$ cat src/hw/pecc_pkg.sv
package pecc_pkg;

  // ==========================================================================
  // Error sources reported to the classifier.
  // ==========================================================================
  typedef enum logic [2:0] {
    PECC_SRC_DATA_LOAD  = 3'h0,
    PECC_SRC_INSN_FETCH = 3'h1,
    PECC_SRC_TABLE_WALK = 3'h2,
    PECC_SRC_STORE      = 3'h3,
    PECC_SRC_INTERNAL   = 3'h4,
    PECC_SRC_PROFILER   = 3'h5,
    PECC_SRC_POISON     = 3'h6,
    PECC_SRC_OTHER      = 3'h7
  } pecc_src_t;

  // ==========================================================================
  // Per-error outcome encoding.
  // ==========================================================================
  typedef enum logic [2:0] {
    PECC_OUT_NONE        = 3'h0,
    PECC_OUT_CORRECTED   = 3'h1,
    PECC_OUT_DEFERRED    = 3'h3,
    PECC_OUT_CONTAINED   = 3'h2,
    PECC_OUT_UNCONTAINED = 3'h6,
    PECC_OUT_LATENT      = 3'h7
  } pecc_outcome_t;

  // ==========================================================================
  // Classifier states, Gray along idle, evaluate, report.
  // ==========================================================================
  typedef enum logic [1:0] {
    PECC_ST_IDLE   = 2'h0,
    PECC_ST_EVAL   = 2'h1,
    PECC_ST_REPORT = 2'h3
  } pecc_state_t;

  // ==========================================================================
  // Widths and reset values.
  // ==========================================================================
  localparam int unsigned PECC_REC_DEPTH   = 4;
  localparam int unsigned PECC_REC_IDX_W   = 2;
  localparam int unsigned PECC_CNT_W       = 8;
  localparam logic [7:0]  PECC_CNT_RST     = 8'h00;
  localparam logic [1:0]  PECC_IDX_RST     = 2'h0;

  // Propagation cause bits.
  localparam int unsigned PECC_PROP_MEM_WR   = 0;
  localparam int unsigned PECC_PROP_SYSREG   = 1;
  localparam int unsigned PECC_PROP_SPREG    = 2;
  localparam int unsigned PECC_PROP_PROCESSOR_STATE_WORD   = 3;
  localparam int unsigned PECC_PROP_IMPRECISE = 4;
  localparam int unsigned PECC_PROP_DISCARD  = 5;
  localparam int unsigned PECC_PROP_CAUSED   = 6;
  localparam int unsigned PECC_PROP_SUPPRESS = 7;
  localparam int unsigned PECC_PROP_W        = 8;

  // Error record entry layout.
  typedef struct packed {
    logic          valid;
    pecc_src_t     src;
    pecc_outcome_t outcome;
  } pecc_rec_t;

  localparam pecc_rec_t PECC_REC_RST = '{valid: 1'b0, src: PECC_SRC_DATA_LOAD, outcome: PECC_OUT_NONE};

endpackage : pecc_pkg

$ cat src/hw/pecc_rec_if.sv
`timescale 1ns/10ps
// ============================================================================
// Error record write and read paths between classifier and record store.
// ============================================================================
interface pecc_rec_if;
  import pecc_pkg::*;
  logic                      wr;
  pecc_rec_t                 entry;
  logic [PECC_REC_IDX_W-1:0] rd_idx;
  pecc_rec_t                 rd_entry;
  logic [PECC_CNT_W-1:0]     count;

  modport producer (output wr, output entry, output rd_idx, input rd_entry, input count);
  modport store    (input wr, input entry, input rd_idx, output rd_entry, output count);
endinterface : pecc_rec_if

$ cat src/hw/pecc_rec_store.sv
`timescale 1ns/10ps
// ============================================================================
// Small circular error record store with a saturating log counter.
// ============================================================================
module pecc_rec_store (
  // Clock and reset.
  input  wire logic  mclk,
  input  wire logic  sys_rst,
  // Record port.
  pecc_rec_if.store  rec
);
  import pecc_pkg::*;

  typedef struct packed {
    pecc_rec_t [PECC_REC_DEPTH-1:0] mem;
    logic [PECC_REC_IDX_W-1:0]      wptr;
    logic [PECC_CNT_W-1:0]          cnt;
  } pecc_store_t;

  pecc_store_t st_reg;
  pecc_store_t st_next;

  // Oldest records are overwritten; the counter saturates so software sees overflow.
  always_comb begin
    st_next = st_reg;
    if (rec.wr) begin
      st_next.mem[st_reg.wptr] = rec.entry;
      st_next.wptr             = st_reg.wptr + 2'h1;
      if (st_reg.cnt != {PECC_CNT_W{1'b1}}) begin
        st_next.cnt = st_reg.cnt + 8'h01;
      end
    end
  end

  // State register.
  always_ff @(posedge mclk) begin
    if (sys_rst) begin
      for (int i = 0; i < PECC_REC_DEPTH; i++) begin
        st_reg.mem[i] <= PECC_REC_RST;
      end
      st_reg.wptr <= PECC_IDX_RST;
      st_reg.cnt  <= PECC_CNT_RST;
    end else begin
      st_reg <= st_next;
    end
  end

  // Read side is registered storage addressed by index.
  assign rec.rd_entry = st_reg.mem[rec.rd_idx];
  assign rec.count    = st_reg.cnt;

endmodule : pecc_rec_store

$ cat src/hw/pecc_prop_detect.sv
`timescale 1ns/10ps
// ============================================================================
// Propagation and containment evaluation for one error.
// ============================================================================
module pecc_prop_detect
  import pecc_pkg::*;
(
  // Propagation causes.
  input  wire logic [PECC_PROP_W-1:0] prop_cause,
  input  wire logic                   signalled,
  // Containment conditions.
  input  wire logic                   only_gpr_fp_vec,
  input  wire logic                   after_abort_or_barrier,
  input  wire logic                   other_spread,
  input  wire logic                   containment_known,
  // Results.
  output logic                        propagated,
  output logic                        silent,
  output logic                        uncontained
);

  // Any listed cause, including speculative accesses and suppressed operations.
  assign propagated = |prop_cause;

  // Not signalled as a detected error means silent.
  assign silent = propagated & ~signalled;

  // Unknown containment is pessimistic: treated as uncontainable.
  assign uncontained = (silent & ~(only_gpr_fp_vec & after_abort_or_barrier & ~other_spread))
                     | ~containment_known;

endmodule : pecc_prop_detect

$ cat src/hw/pecc_classifier.sv
`timescale 1ns/10ps
// ============================================================================
// Processing element error consumption classifier.
// ============================================================================
// Operation
// - Errors that hardware can correct or defer are corrected or deferred, not reported as uncorrected.
// - Each corrected or deferred error is logged in a record and raises the fault handling interrupt.
// - An error is consumed when an instruction commits the corrupt value into visible state.
// - A fetch error is consumed only when the fetched instruction commits.
// - A table walk error is consumed when the walk serves a committed load, store or fetch.
// - A consumed detected error always raises an error exception or enters failure mode.
// - Corrupt writes to memory or registers, imprecise exceptions and modified-data loss are propagation.
// - Operations caused or suppressed by the error, speculative ones included, are propagation.
// - A propagated error not signalled to its consumer is silently propagated.
// - A silent error is uncontained unless confined to data registers and spread only after abort or barrier.
// - Software reaches the element's own error nodes through a system register port.
// - Errors outside the architectural model come from a separate component via recovery interrupts.
// - A profiling unit is handled as a separate error-reporting component.
// - An error of unknown containability is treated as uncontainable.
// - Reading poisoned state reports a detected error unless the error is corrected.
module pecc_classifier (
  // Clock and reset.
  input  wire logic                        mclk,
  input  wire logic                        sys_rst,
  // Detected error from the memory system.
  input  wire logic                        err_valid,
  input  wire pecc_pkg::pecc_src_t         err_src,
  input  wire logic                        can_correct,
  input  wire logic                        can_defer,
  input  wire logic                        committed,
  input  wire logic                        walk_for_committed,
  input  wire logic                        state_poisoned,
  input  wire logic                        failure_mode_pref,
  // Propagation and containment.
  input  wire logic [pecc_pkg::PECC_PROP_W-1:0] prop_cause,
  input  wire logic                        signalled,
  input  wire logic                        only_gpr_fp_vec,
  input  wire logic                        after_abort_or_barrier,
  input  wire logic                        other_spread,
  input  wire logic                        containment_known,
  // Recovery interrupts from separate components.
  input  wire logic                        ext_recovery_irq,
  // System register access to the element's nodes.
  input  wire logic                        sysreg_rd,
  input  wire logic [pecc_pkg::PECC_REC_IDX_W-1:0] sysreg_idx,
  output pecc_pkg::pecc_rec_t              sysreg_rdata,
  output logic [pecc_pkg::PECC_CNT_W-1:0]  sysreg_count,
  // Results.
  output logic                             busy,
  output pecc_pkg::pecc_outcome_t          outcome,
  output logic                             outcome_valid,
  output logic                             consumed,
  output logic                             fault_irq,
  output logic                             error_exception,
  output logic                             failure_mode,
  output logic                             detected_err_report,
  output logic                             ext_error_seen
);
  import pecc_pkg::*;

  typedef struct packed {
    pecc_state_t   state;
    pecc_src_t     src;
    logic          corr;
    logic          defr;
    logic          cons;
    logic          poison;
    logic          fail_pref;
    logic          uncont;
    pecc_outcome_t outcome;
    logic          out_valid;
    logic          consumed;
    logic          fault_irq;
    logic          exc;
    logic          fail;
    logic          det_rep;
    logic          ext_seen;
    pecc_rec_t     rdata;
  } pecc_cls_t;

  pecc_cls_t c_reg;
  pecc_cls_t c_next;

  logic propagated;
  logic silent;
  logic uncontained;
  logic cons_now;

  pecc_rec_if rec_bus ();

  // ==========================================================================
  // Propagation evaluator and record store.
  // ==========================================================================
  pecc_prop_detect u_prop (
    .prop_cause             (prop_cause),
    .signalled              (signalled),
    .only_gpr_fp_vec        (only_gpr_fp_vec),
    .after_abort_or_barrier (after_abort_or_barrier),
    .other_spread           (other_spread),
    .containment_known      (containment_known),
    .propagated             (propagated),
    .silent                 (silent),
    .uncontained            (uncontained)
  );

  pecc_rec_store u_store (
    .mclk    (mclk),
    .sys_rst (sys_rst),
    .rec     (rec_bus.store)
  );

  // ==========================================================================
  // Consumption decision.
  // ==========================================================================
  // Speculative fetches and walks that never commit are not consumption.
  always_comb begin
    case (err_src)
      PECC_SRC_INSN_FETCH: cons_now = committed;
      PECC_SRC_TABLE_WALK: cons_now = walk_for_committed;
      PECC_SRC_INTERNAL,
      PECC_SRC_PROFILER:   cons_now = 1'b0;
      default:             cons_now = committed;
    endcase
  end

  // ==========================================================================
  // Classification sequence: capture, evaluate, report.
  // ==========================================================================
  always_comb begin
    c_next           = c_reg;
    c_next.out_valid = 1'b0;
    c_next.fault_irq = 1'b0;
    c_next.exc       = 1'b0;
    c_next.det_rep   = 1'b0;
    c_next.ext_seen  = ext_recovery_irq;
    c_next.rdata     = rec_bus.rd_entry;
    rec_bus.wr       = 1'b0;
    rec_bus.entry    = '{valid: 1'b1, src: c_reg.src, outcome: c_reg.outcome};
    rec_bus.rd_idx   = sysreg_idx;
    case (c_reg.state)
      PECC_ST_IDLE: begin
        // Separate components report through their own interrupts, so they are not captured here.
        if (err_valid && err_src != PECC_SRC_INTERNAL && err_src != PECC_SRC_PROFILER) begin
          c_next.state     = PECC_ST_EVAL;
          c_next.src       = err_src;
          c_next.corr      = can_correct;
          c_next.defr      = can_defer & ~can_correct;
          c_next.cons      = cons_now;
          c_next.poison    = state_poisoned | (err_src == PECC_SRC_POISON);
          c_next.fail_pref = failure_mode_pref;
          c_next.uncont    = uncontained;
        end
      end
      PECC_ST_EVAL: begin
        c_next.state = PECC_ST_REPORT;
        // Correction beats deferral, and both beat reporting uncorrected.
        if (c_reg.corr) begin
          c_next.outcome = PECC_OUT_CORRECTED;
        end else if (c_reg.defr) begin
          c_next.outcome = PECC_OUT_DEFERRED;
        end else if (c_reg.uncont) begin
          c_next.outcome = PECC_OUT_UNCONTAINED;
        end else if (c_reg.cons) begin
          c_next.outcome = PECC_OUT_CONTAINED;
        end else begin
          c_next.outcome = PECC_OUT_LATENT;
        end
        c_next.consumed = c_reg.cons & ~c_reg.corr & ~c_reg.defr;
      end
      PECC_ST_REPORT: begin
        c_next.state     = PECC_ST_IDLE;
        c_next.out_valid = 1'b1;
        // Poisoned state reads back as a detected error unless the error was corrected.
        c_next.det_rep   = c_reg.poison & ~c_reg.corr;
        if (c_reg.outcome == PECC_OUT_CORRECTED || c_reg.outcome == PECC_OUT_DEFERRED) begin
          rec_bus.wr       = 1'b1;
          c_next.fault_irq = 1'b1;
        end
        // A consumed error must not go unanswered; failure mode is sticky until reset.
        if (c_reg.consumed) begin
          if (c_reg.fail_pref) begin
            c_next.fail = 1'b1;
          end else begin
            c_next.exc = 1'b1;
          end
        end
      end
      default: begin
        c_next.state = PECC_ST_IDLE;
      end
    endcase
  end

  // State register.
  always_ff @(posedge mclk) begin
    if (sys_rst) begin
      c_reg           <= '0;
      c_reg.state     <= PECC_ST_IDLE;
      c_reg.src       <= PECC_SRC_DATA_LOAD;
      c_reg.outcome   <= PECC_OUT_NONE;
      c_reg.rdata     <= PECC_REC_RST;
    end else begin
      c_reg <= c_next;
    end
  end

  // ==========================================================================
  // Outputs.
  // ==========================================================================
  assign busy                = (c_reg.state != PECC_ST_IDLE);
  assign outcome             = c_reg.outcome;
  assign outcome_valid       = c_reg.out_valid;
  assign consumed            = c_reg.consumed;
  assign fault_irq           = c_reg.fault_irq;
  assign error_exception     = c_reg.exc;
  assign failure_mode        = c_reg.fail;
  assign detected_err_report = c_reg.det_rep;
  assign ext_error_seen      = c_reg.ext_seen;
  assign sysreg_rdata        = sysreg_rd ? c_reg.rdata : PECC_REC_RST;
  assign sysreg_count        = rec_bus.count;

endmodule : pecc_classifier

$ cat config.mk
export PLATFORM = sky130hd
export DESIGN_NAME = pecc_classifier
export DESIGN_NICKNAME = d
export VERILOG_FILES = /design/src/hw/pecc_pkg.sv /design/src/hw/pecc_rec_if.sv /design/src/hw/pecc_rec_store.sv /design/src/hw/pecc_prop_detect.sv /design/src/hw/pecc_classifier.sv
export SDC_FILE = /design/constraint.sdc
export NUM_CORES = 1
export LEC_CHECK = 0
export BUFFER_PORTS_ARGS = -buffer_cell sky130_fd_sc_hd__clkbuf_2
export CAP_MARGIN = 20
export CORE_UTILIZATION = 54
export CTS_CLUSTER_SIZE = 24
export DETAILED_ROUTE_END_ITERATION = 6
export PLACE_DENSITY = 0.76
export SETUP_SLACK_MARGIN = 0.1
export SYNTH_ARGS = -nofsm -noshare
export SYNTH_HDL_FRONTEND = slang
export SYNTH_SLANG_ARGS = --single-unit
$ cat constraint.sdc
create_clock -name mclk -period 1.5 [get_ports mclk]
set_input_delay 0.15 -clock mclk [delete_from_list [all_inputs] [get_ports mclk]]
set_output_delay 0.15 -clock mclk [all_outputs]
set_load 0.03 [all_outputs]
**Word-level counts from Yosys, hierarchy flattened**

Cells that the tools add are included.

- Flip-flop bits (word level): 66
- Logic and storage cells: 99
- Bits of input ports: 29

- Reduce and logical (&&, ||, !) cells: 13
- Equal/unequal tests: 12
- Magnitude comparators: 3
- Add/sub/neg operators: 2
- Muxes and demuxes: 17
- Bitwise gates (word level): 19

Operators by type and width:

| cell | count |
|---|---|
| $bwmux 28 | 1 |
| $mux 7 | 3 |
| $bmux 7 s2 | 1 |
| $demux 7 s2 | 1 |
| $mux 3 | 4 |
| $mux 11 | 1 |
| $eq 3x3->1 const B | 3 |
| $not 1->1 | 9 |
| $add 8x1->8 const B | 1 |
| $and 1x1->1 | 8 |
| $ne 8x8->1 const B | 1 |
| $reduce_or 8->1 | 1 |
| $eq 3x2->1 const B | 2 |
| $lt 2x3->1 const B | 2 |
| $ne 3x3->1 const B | 2 |
| $mux 1 | 4 |
| $pmux 2 s2 | 1 |
| $reduce_and 2->1 | 2 |
| $reduce_or 2->1 | 2 |
| $eq 3x1->1 const B | 1 |
| $logic_and 1x1->1 | 3 |
| $reduce_and 3->1 | 1 |
| $reduce_or 3->1 | 1 |
| $add 2x1->2 const B | 1 |
| other kinds (9) | 10 |

**Longest topological paths before layout**

Gate-level depths: netlist of the first run.

- Word-level depth: 7
- Mapped depth: 6
- Depth with buffers taken out: 5

**Cells and area by module**

A second synthesis of the first run with hierarchy kept.

- Cells, all modules: 328
- Area total of the unflattened synthesis: 3016.6 µm²

Modules (own cells, without submodules):

| module | instances | area each (µm²) | cells each |
|---|---|---|---|
| pecc_rec_store | 1 | 1823.0 | 204 |
| pecc_classifier | 1 | 1149.9 | 116 |
| pecc_prop_detect | 1 | 43.8 | 8 |

**Least setup slack after synthesis of the first run**

OpenSTA, ideal clock, no wires.

- Path type: register to register
- Start: register u_store.st_reg (netlist bit u_store.rec.count[0])
- End: register u_store.st_reg (netlist bit u_store.rec.count[5])
- Setup slack: 0.160 ns
- Cell stages (with the launch flop): 6
- Data arrival time: 1.212 ns
- Setup time: 0.128 ns
- Path buffers: 0
- Path through: dfxtp_1 ha_1 nand3_1 o2111ai_1 xor2_1 nor2_1

- Word-level cells in the longest chain between the ends: 2
- Elaborated cells on any way between the ends: 3
- Classes of those cells: add/sub: 1; eq/ne: 1; reduce/logical: 1

RTL lines:

| element | line | text |
|---|---|---|
| start: declaration | pecc_rec_store.sv:20 | `pecc_store_t st_reg;` |
| start signal: assignment | pecc_rec_store.sv:44 | `st_reg <= st_next;` |
| parallel branches: the longest is 2 deep, another holds $add 8x1->8 | - |  |

Several ways; the timed one is not identified.
A chain may end at the register's enable or synchronous reset.

**Worst setup path after layout of the first run**

- Start: register, netlist name outcome[2]
- End: register u_store.st_reg (netlist bit u_store.rec.count[7])

- Word-level cells in the longest chain between the ends: 5
- Elaborated cells on any way between the ends: 6
- Classes of those cells: eq/ne: 2; mux: 2; reduce/logical: 2

RTL lines:

| element | line | text |
|---|---|---|
| $eq 3x1->1 / $eq 3x2->1 (equally long branches) | pecc_classifier.sv:175 | `if (c_reg.outcome == PECC_OUT_CORRECTED \|\| c_reg.outcome == PECC_OUT_DEFERRED) begin` |
| $logic_or 1x1->1 (*) | pecc_classifier.sv:175 |  |
| $mux 1 (*) | pecc_classifier.sv:175 |  |
| $mux 1 (*) | pecc_classifier.sv:140 | `case (c_reg.state)` |
| $reduce_and 2->1 (no line) (*) | - |  |

Mark *: on every way between the ends. The rest lies on a longest branch, timed or not.

==> flow_summary_export.csv, run 1 <==
group,metric,value,unit
global_routing,grt_max_degree,47,
timing,max_freq,739,MHz
synth,synthTopCellsByArea,"dfxtp_1 (48%), a21oi_1 (6.2%), mux4_2 (5.8%), nand2_1 (4.4%), nor2_1 (3.8%)",
critical_path,rr_worst_depth,5,
placed_design,dp_hpwl,3600,um
drt,drt_iter0_markers,103,
global_routing,grt_pass1_wl,8800,um
cts,clockBufferDepth,2,
timing,fin_ws,146,ps
placed_design,finalWeightedCongestion,0.853,
power_and_ir_drop,pwr-share-seq,46.7,%
cells_and_area,n_antenna_cell,0,
timing,maxSlewHeadroom,70.2,%
synth,netlist.area_leader.share,48.2,%
drt,vias,2176,
synth,synthFlopType,"dfxtp_1",
critical_path,endpoint_kind,"flip-flop",
min_path,hold_path_depth,2,
timing,period_minus_slack,1350,ps
critical_path,critical_path.top_delay_family,"compound AO/OA/AOI/OAI gates",
cts,h-tree-depth,3,
synth,synthAdderAreaFrac,2.28,%
cts,clock_latency,340,ps
synth,syn_area_per_cell,9.38,um^2
power_and_ir_drop,p_int,3.07,mW
floorplanning,core.rowCount,25,
placed_design,placed_cells,397,
critical_path,slowest_delay,340,ps
floorplanning,die_w,73.2,um
synth,ys_seq_area_share,48.2,%
cts,numCtsBuffers,9,
synth,synthTopCellsByCount,"dfxtp_1 (66), a21oi_1 (34), nand2_1 (32), nor2_1 (28), nand3_1 (19)",
floorplanning,ios,55,
cts,path_clk_slew,70,ps
outcome,status,"complete, no violations",
critical_path,critPathMaxFanout,6,
timing,final_max_slew_viol_count,0,
cts,cts_tree,"yes",
power_and_ir_drop,power.leakage,1.39,nW
cells_and_area,area_delta_synth_final,21.2,%
synth,syn_nets,326,
cts,clock-sinks,66,
synth,syn_area,2740,um^2
timing,setup_violations,0,
power_and_ir_drop,power_density,1170,nW/um^2
critical_path,critPathLaunchType,"flip-flop",
power_and_ir_drop,vdd_drop_max,0.619,mV
synth,yosysWarningCount,0,
flow_run,maxCapViolations,0,
drt,first_pass_iters,4,
floorplanning,initial_utilization,57.2,%
drt,wl,5290,um
synth,synth-xor-area-share,2.24,%
critical_path,critPathArrivalTime,1590,ps
synth,synth_most_common_cell,"dfxtp_1",
placed_design,place_area,3000,um^2
critical_path,path_class,"reg2reg",
cts,post-cts-setup-buffers,0,
global_routing,track_usage,21.9,%
critical_path,slowest_stage,"dfxtp_1",
floorplanning,die_h,73.2,um
floorplanning,dieArea,5360,um^2
critical_path,cp_num_buf_inv,1,
cts,cts_root_buf,"clkbuf_8",
power_and_ir_drop,p_clk_share,47.5,%
synth,muxShareOfSynthArea,6.49,%
synth,synth_top_area_cell,"dfxtp_1",
cells_and_area,largest_register_ffs,30,
timing,tns,0,ps
drt,antenna_left,0,
global_routing,grt_pass1_vias,1982,
min_path,hold_path.class,"in2reg",
drt,wl_per_cell,12.8,um
synth,ys_seq_elements,66,
global_routing,grt_antenna_before_repair,0,
cells_and_area,final_cells,414,
critical_path,cp.depth,5,
placed_design,pre_cts_ws,15.1,ps
power_and_ir_drop,switching_share,21.2,%
synth,synth_compound_area_share,11.3,%
placed_design,port_buffers,54,
synth,synth_edf_count,0,
synth,synth_top_family_by_area,"simple AND/OR/NAND/NOR gates",
timing,worst_pin_slew,447,ps
synth,synthArstFlopShare,0,%
cells_and_area,nets,376,
floorplanning,coreArea,4790,um^2
synth,synthDistinctLibCells,42,
critical_path,cp_cell_sequence,"and4b_1 > buf_4 > o211ai_4 > o21a_1 > o21ba_1",
synth,synth_simple_gate_area_share,22.4,%
timing,fin_crit_sh,90.3,%
power_and_ir_drop,p_comb_share,5.8,%
cells_and_area,fill_cells,372,
cells_and_area,fin_area,3320,um^2
timing,rsz0062_at_grt,"false",
synth,synth_cells,292,
drt,drt-vias-per-instance,5.26,
power_and_ir_drop,p_switching,0.826,mW
global_routing,gr-total-overflow,0,
timing,report.final.hold_viol_count,0,
critical_path,worstPathRequired,1740,ps
timing,finClkSkew,5.03,ps
drt,drc,0,
cells_and_area,layout-drive-gt1-share,30.0,%
-- layer usage --
| layer | share of wire [%] | wire length (um) | global-route usage [%] |
|---|---|---|---|
| met5 | 0 | 0 | 0 |
| met4 | 2.3 | 124 | 12.4 |
| met3 | 4.1 | 215 | 4.14 |
| met2 | 49 | 2580 | 37.2 |
| met1 | 45 | 2370 | 25.8 |
-- kinds of logic after synthesis --
family          after synthesis
mux                           9
flops                        66
simple gates                122
buf+inv                      33
xor+xnor                      7
fa+ha+maj                     5
compound gates               50
-- layout make-up --
type,instances,area (um^2),area share (%)
clock inverters,5,100,3.01
repair buffers,64,352,10.6
multi-input cells,193,1280,38.5
inverters,8,30.0,0.904
well taps,67,83.8,2.52
flip-flops and latches,66,1330,39.9
clock buffers,11,151,4.56
-- worst register-to-register path, stage by stage (launching register included) --
cell      delay (ps)
dfxtp_1          340
and4b_1          300
buf_4            180
o211ai_4          90
o21a_1           180
o21ba_1          180
-- cell usage in the layout, fill, tap and decap left out, types with 3 or more instances in the layout --
master     netlist  routed
ha_1             5       4
a21oi_1         34      34
dfxtp_2          0       4
mux4_2           7       7
buf_4           13       8
and2_1           8       8
nand2_2          3       3
nor2b_1          8       8
inv_1            8       8
nand2_1         32      32
clkbuf_8         0      11
clkbuf_2         0      54
dfxtp_1         66      62
nor2_1          28      28
nand3_1         19      18
xor2_1           6       6
nor3_1           4       4
and3b_1          4       4
bufinv_16        0       3
-- power groups by stage --
| stage | sequential (mW) | combinational [mW] | clock, mW |
|---|---|---|---|
| 2_1_floorplan | 1.85 | 0.147 | 0 |
| 3_3_place_gp | 1.85 | 0.213 | 0 |
| 4_1_cts | 1.81 | 0.221 | 1.88 |
| 3_5_place_dp | 1.85 | 0.217 | 0 |
| 5_1_grt | 1.82 | 0.252 | 1.95 |
| 6_report | 1.82 | 0.226 | 1.85 |
-- path summary, 6_finish.rpt --
kind                                        from                   end  slack (ps)
worst max-delay path                  outcome[2]  u_store.rec.count[7]         150
worst min-delay path            ext_recovery_irq        ext_error_seen          20
worst min register to register         c_reg[18]       error_exception         440
worst max register to register        outcome[2]  u_store.rec.count[7]         150
-- what timing repair did --
| action | in CTS | in global routing |
|---|---|---|
| resized for setup | 3 | 11 |
| pin swaps | 1 | 1 |
| hold buffers | 1 | 0 |
| endpoints found under the setup margin | 8 | 28 |
| endpoints found under the hold margin | 1 | 0 |
-- through the flow --
stage / utilization (%) / hold slack (ps) / power (mW)
4_1_cts: 68.5 / 11.6 / 3.91
2_1_floorplan: - / 259 / 2.00
3_5_place_dp: 62.7 / 352 / 2.07
5_1_grt: 69.4 / 20.4 / 4.03
3_3_place_gp: 62.7 / 347 / 2.07
6_report: 69.4 / 19.6 / 3.89
(Power assumes the default switching activity.)
==> run 2, diff against run 1 <==
CELL_PAD_IN_SITES_DETAIL_PLACEMENT = 1   (was unset)
CELL_PAD_IN_SITES_GLOBAL_PLACEMENT = 1   (was unset)
CORE_UTILIZATION = 41   (was 54)
==> run 2 against run 1 <==
Register-to-register slack better by 20 ps. Design area is 0.98% higher. Critical path depth stayed put. Clock skew hardly changed. Core utilization is 17 points lower. Power is 1.0% higher. Combinational power is 4% higher. Cell count is 2.7% higher. Via count is 3.4% higher. Setup slack better by 22 ps. Highest routed layer unchanged.
==> flow_summary_export.csv, run 2 (synthesis results as in run 1) <==
group,metric,value,unit
drt,antenna_left,0,
placed_design,port_buffers,54,
critical_path,worstPathRequired,1740,ps
critical_path,critPathArrivalTime,1570,ps
cells_and_area,nets,377,
cts,clock-sinks,66,
power_and_ir_drop,vdd_drop_max,0.609,mV
critical_path,cp-startpoint,"outcome[2]",
drt,vias,2249,
critical_path,worst-r2r-setup-slack,170,ps
drt,drt_iter0_markers,96,
cells_and_area,area_delta_synth_final,22.4,%
critical_path,slowest_delay,340,ps
min_path,hold_path.class,"in2reg",
global_routing,gr-total-overflow,0,
critical_path,cp.depth,5,
timing,finClkSkew,4.79,ps
critical_path,slowest_stage,"dfxtp_2",
critical_path,cp_num_buf_inv,1,
drt,first_pass_iters,4,
drt,drc,0,
critical_path,cp_cell_sequence,"and4b_2 > buf_6 > o211ai_4 > o21a_1 > o21ba_1",
timing,holdWs,12.3,ps
timing,worst_pin_slew,360,ps
cells_and_area,final_common_cell,"dfxtp_1",
cts,path_clk_slew,70,ps
drt,wl,6390,um
floorplanning,core.rowCount,29,
timing,report.final.hold_viol_count,0,
critical_path,critical_path.top_delay_family,"compound AO/OA/AOI/OAI gates",
global_routing,grt_max_degree,49,
critical_path,path_class,"reg2reg",
critical_path,rr_worst_depth,5,
critical_path,r2r_end,"u_store.rec.count[7]",
cts,cts_root_buf,"clkbuf_8",
drt,wl_per_cell,15.0,um
global_routing,track_usage,19.4,%
timing,final_max_slew_viol_count,0,
global_routing,grt_pass1_wl,10700,um
cts,post-cts-setup-buffers,0,
timing,tns,0,ps
timing,max_freq,751,MHz
timing,setup_violations,0,
critical_path,critPathLaunchType,"flip-flop",
cts,cts_tree,"yes",
floorplanning,coreArea,6390,um^2
placed_design,dp_hpwl,4440,um
cells_and_area,multiInputGateArea,1260,um^2
cells_and_area,fill_cells,742,
cts,clock_latency,340,ps
floorplanning,dieArea,7010,um^2
timing,fin_crit_sh,88.8,%
power_and_ir_drop,power.leakage,1.41,nW
critical_path,critPathMaxFanout,6,
flow_run,maxCapViolations,0,
floorplanning,ios,55,
critical_path,endpoint,"u_store.rec.count[7]",
cts,h-tree-depth,3,
drt,drt-vias-per-instance,5.29,
timing,maxSlewHeadroom,76.0,%
critical_path,endpoint_kind,"flip-flop",
floorplanning,initial_utilization,42.9,%
cts,numCtsBuffers,9,
timing,period_minus_slack,1330,ps
cells_and_area,n_antenna_cell,0,
cts,clockBufferDepth,2,
timing,rsz0062_at_grt,"false",
power_and_ir_drop,power_density,1170,nW/um^2
cells_and_area,regArea,1330,um^2
global_routing,grt_pass1_vias,2284,
cells_and_area,layout.cells.most_common_list,"dfxtp_1 (62), clkbuf_2 (54), a21oi_1 (34)",
cells_and_area,layout-drive-gt1-share,30.2,%
critical_path,rr_startpoint,"outcome[2]",
floorplanning,die_w,83.7,um
floorplanning,die_h,83.7,um
outcome,status,"complete, no violations",
cells_and_area,largest_register_ffs,30,
placed_design,finalWeightedCongestion,0.767,
global_routing,grt_antenna_before_repair,0,
run 2: cell count changes in the layout (fill, tap and decap cells not counted), sizes merged:
cell,before,now
buf,9,10
run 2: metrics by stage:
step	power (mW)	utilization [%]	setup slack, ps	cell area [um^2]	instances
final	3.93	52.5	168	3350	425
after global routing	4.07	52.5	117	3350	425
after CTS	3.97	51.9	89.0	3310	425
after detailed placement	2.09	47.7	29.7	3040	408
after global placement	2.08	47.7	89.8	3040	408
after floorplan	2.00	-	160	2740	292
run 2: what timing repair did:
action / CTS / global route
endpoints found under the setup margin: 9 / 13
hold endpoints to repair: 1 / 0
resized for setup: 4 / 9
pin swaps: 0 / 2
hold buffers: 1 / 0
run 2: cell type report:
cell class                 count  area share (%)
clock buffer                  11            4.51
tap                           77            2.87
timing repair buffer          65            11.5
inverter                       8           0.896
sequential                    66            39.6
clock inverter                 5            2.99
multi-input combinational    193            37.7
run 2: layer usage:
layer | GRT usage, % | vias to the layer above | share of wire [%]
met4 | 9.40 | 0 | 2.0
met3 | 4.25 | 11 | 4.3
li1 | - | 1097 | -
met2 | 33.9 | 60 | 51
met1 | 22.3 | 1081 | 43
met5 | 0 | - | 0
run 2: worst min-delay path by stage:
| stage | endpoint | from | slack, ps | cells past startpoint |
|---|---|---|---|---|
| 2_1_floorplan | c_reg[17] | containment_known | 260 | 1 |
| 3_3_place_gp | c_reg[17] | containment_known | 340 | 2 |
| 3_5_place_dp | c_reg[17] | containment_known | 360 | 2 |
| 4_1_cts | ext_error_seen | ext_recovery_irq | 5 | 2 |
| 5_1_grt | c_reg[18] | failure_mode_pref | 30 | 3 |
| 6_report | ext_error_seen | ext_recovery_irq | 10 | 2 |
run 2: report_power, final:
part | total, mW | internal, mW | switching, mW
logic | 0.236 | 0.0962 | 0.140
clock network | 1.88 | 1.19 | 0.689
registers | 1.82 | 1.78 | 0.0313
total | 3.93 | 3.07 | 0.860
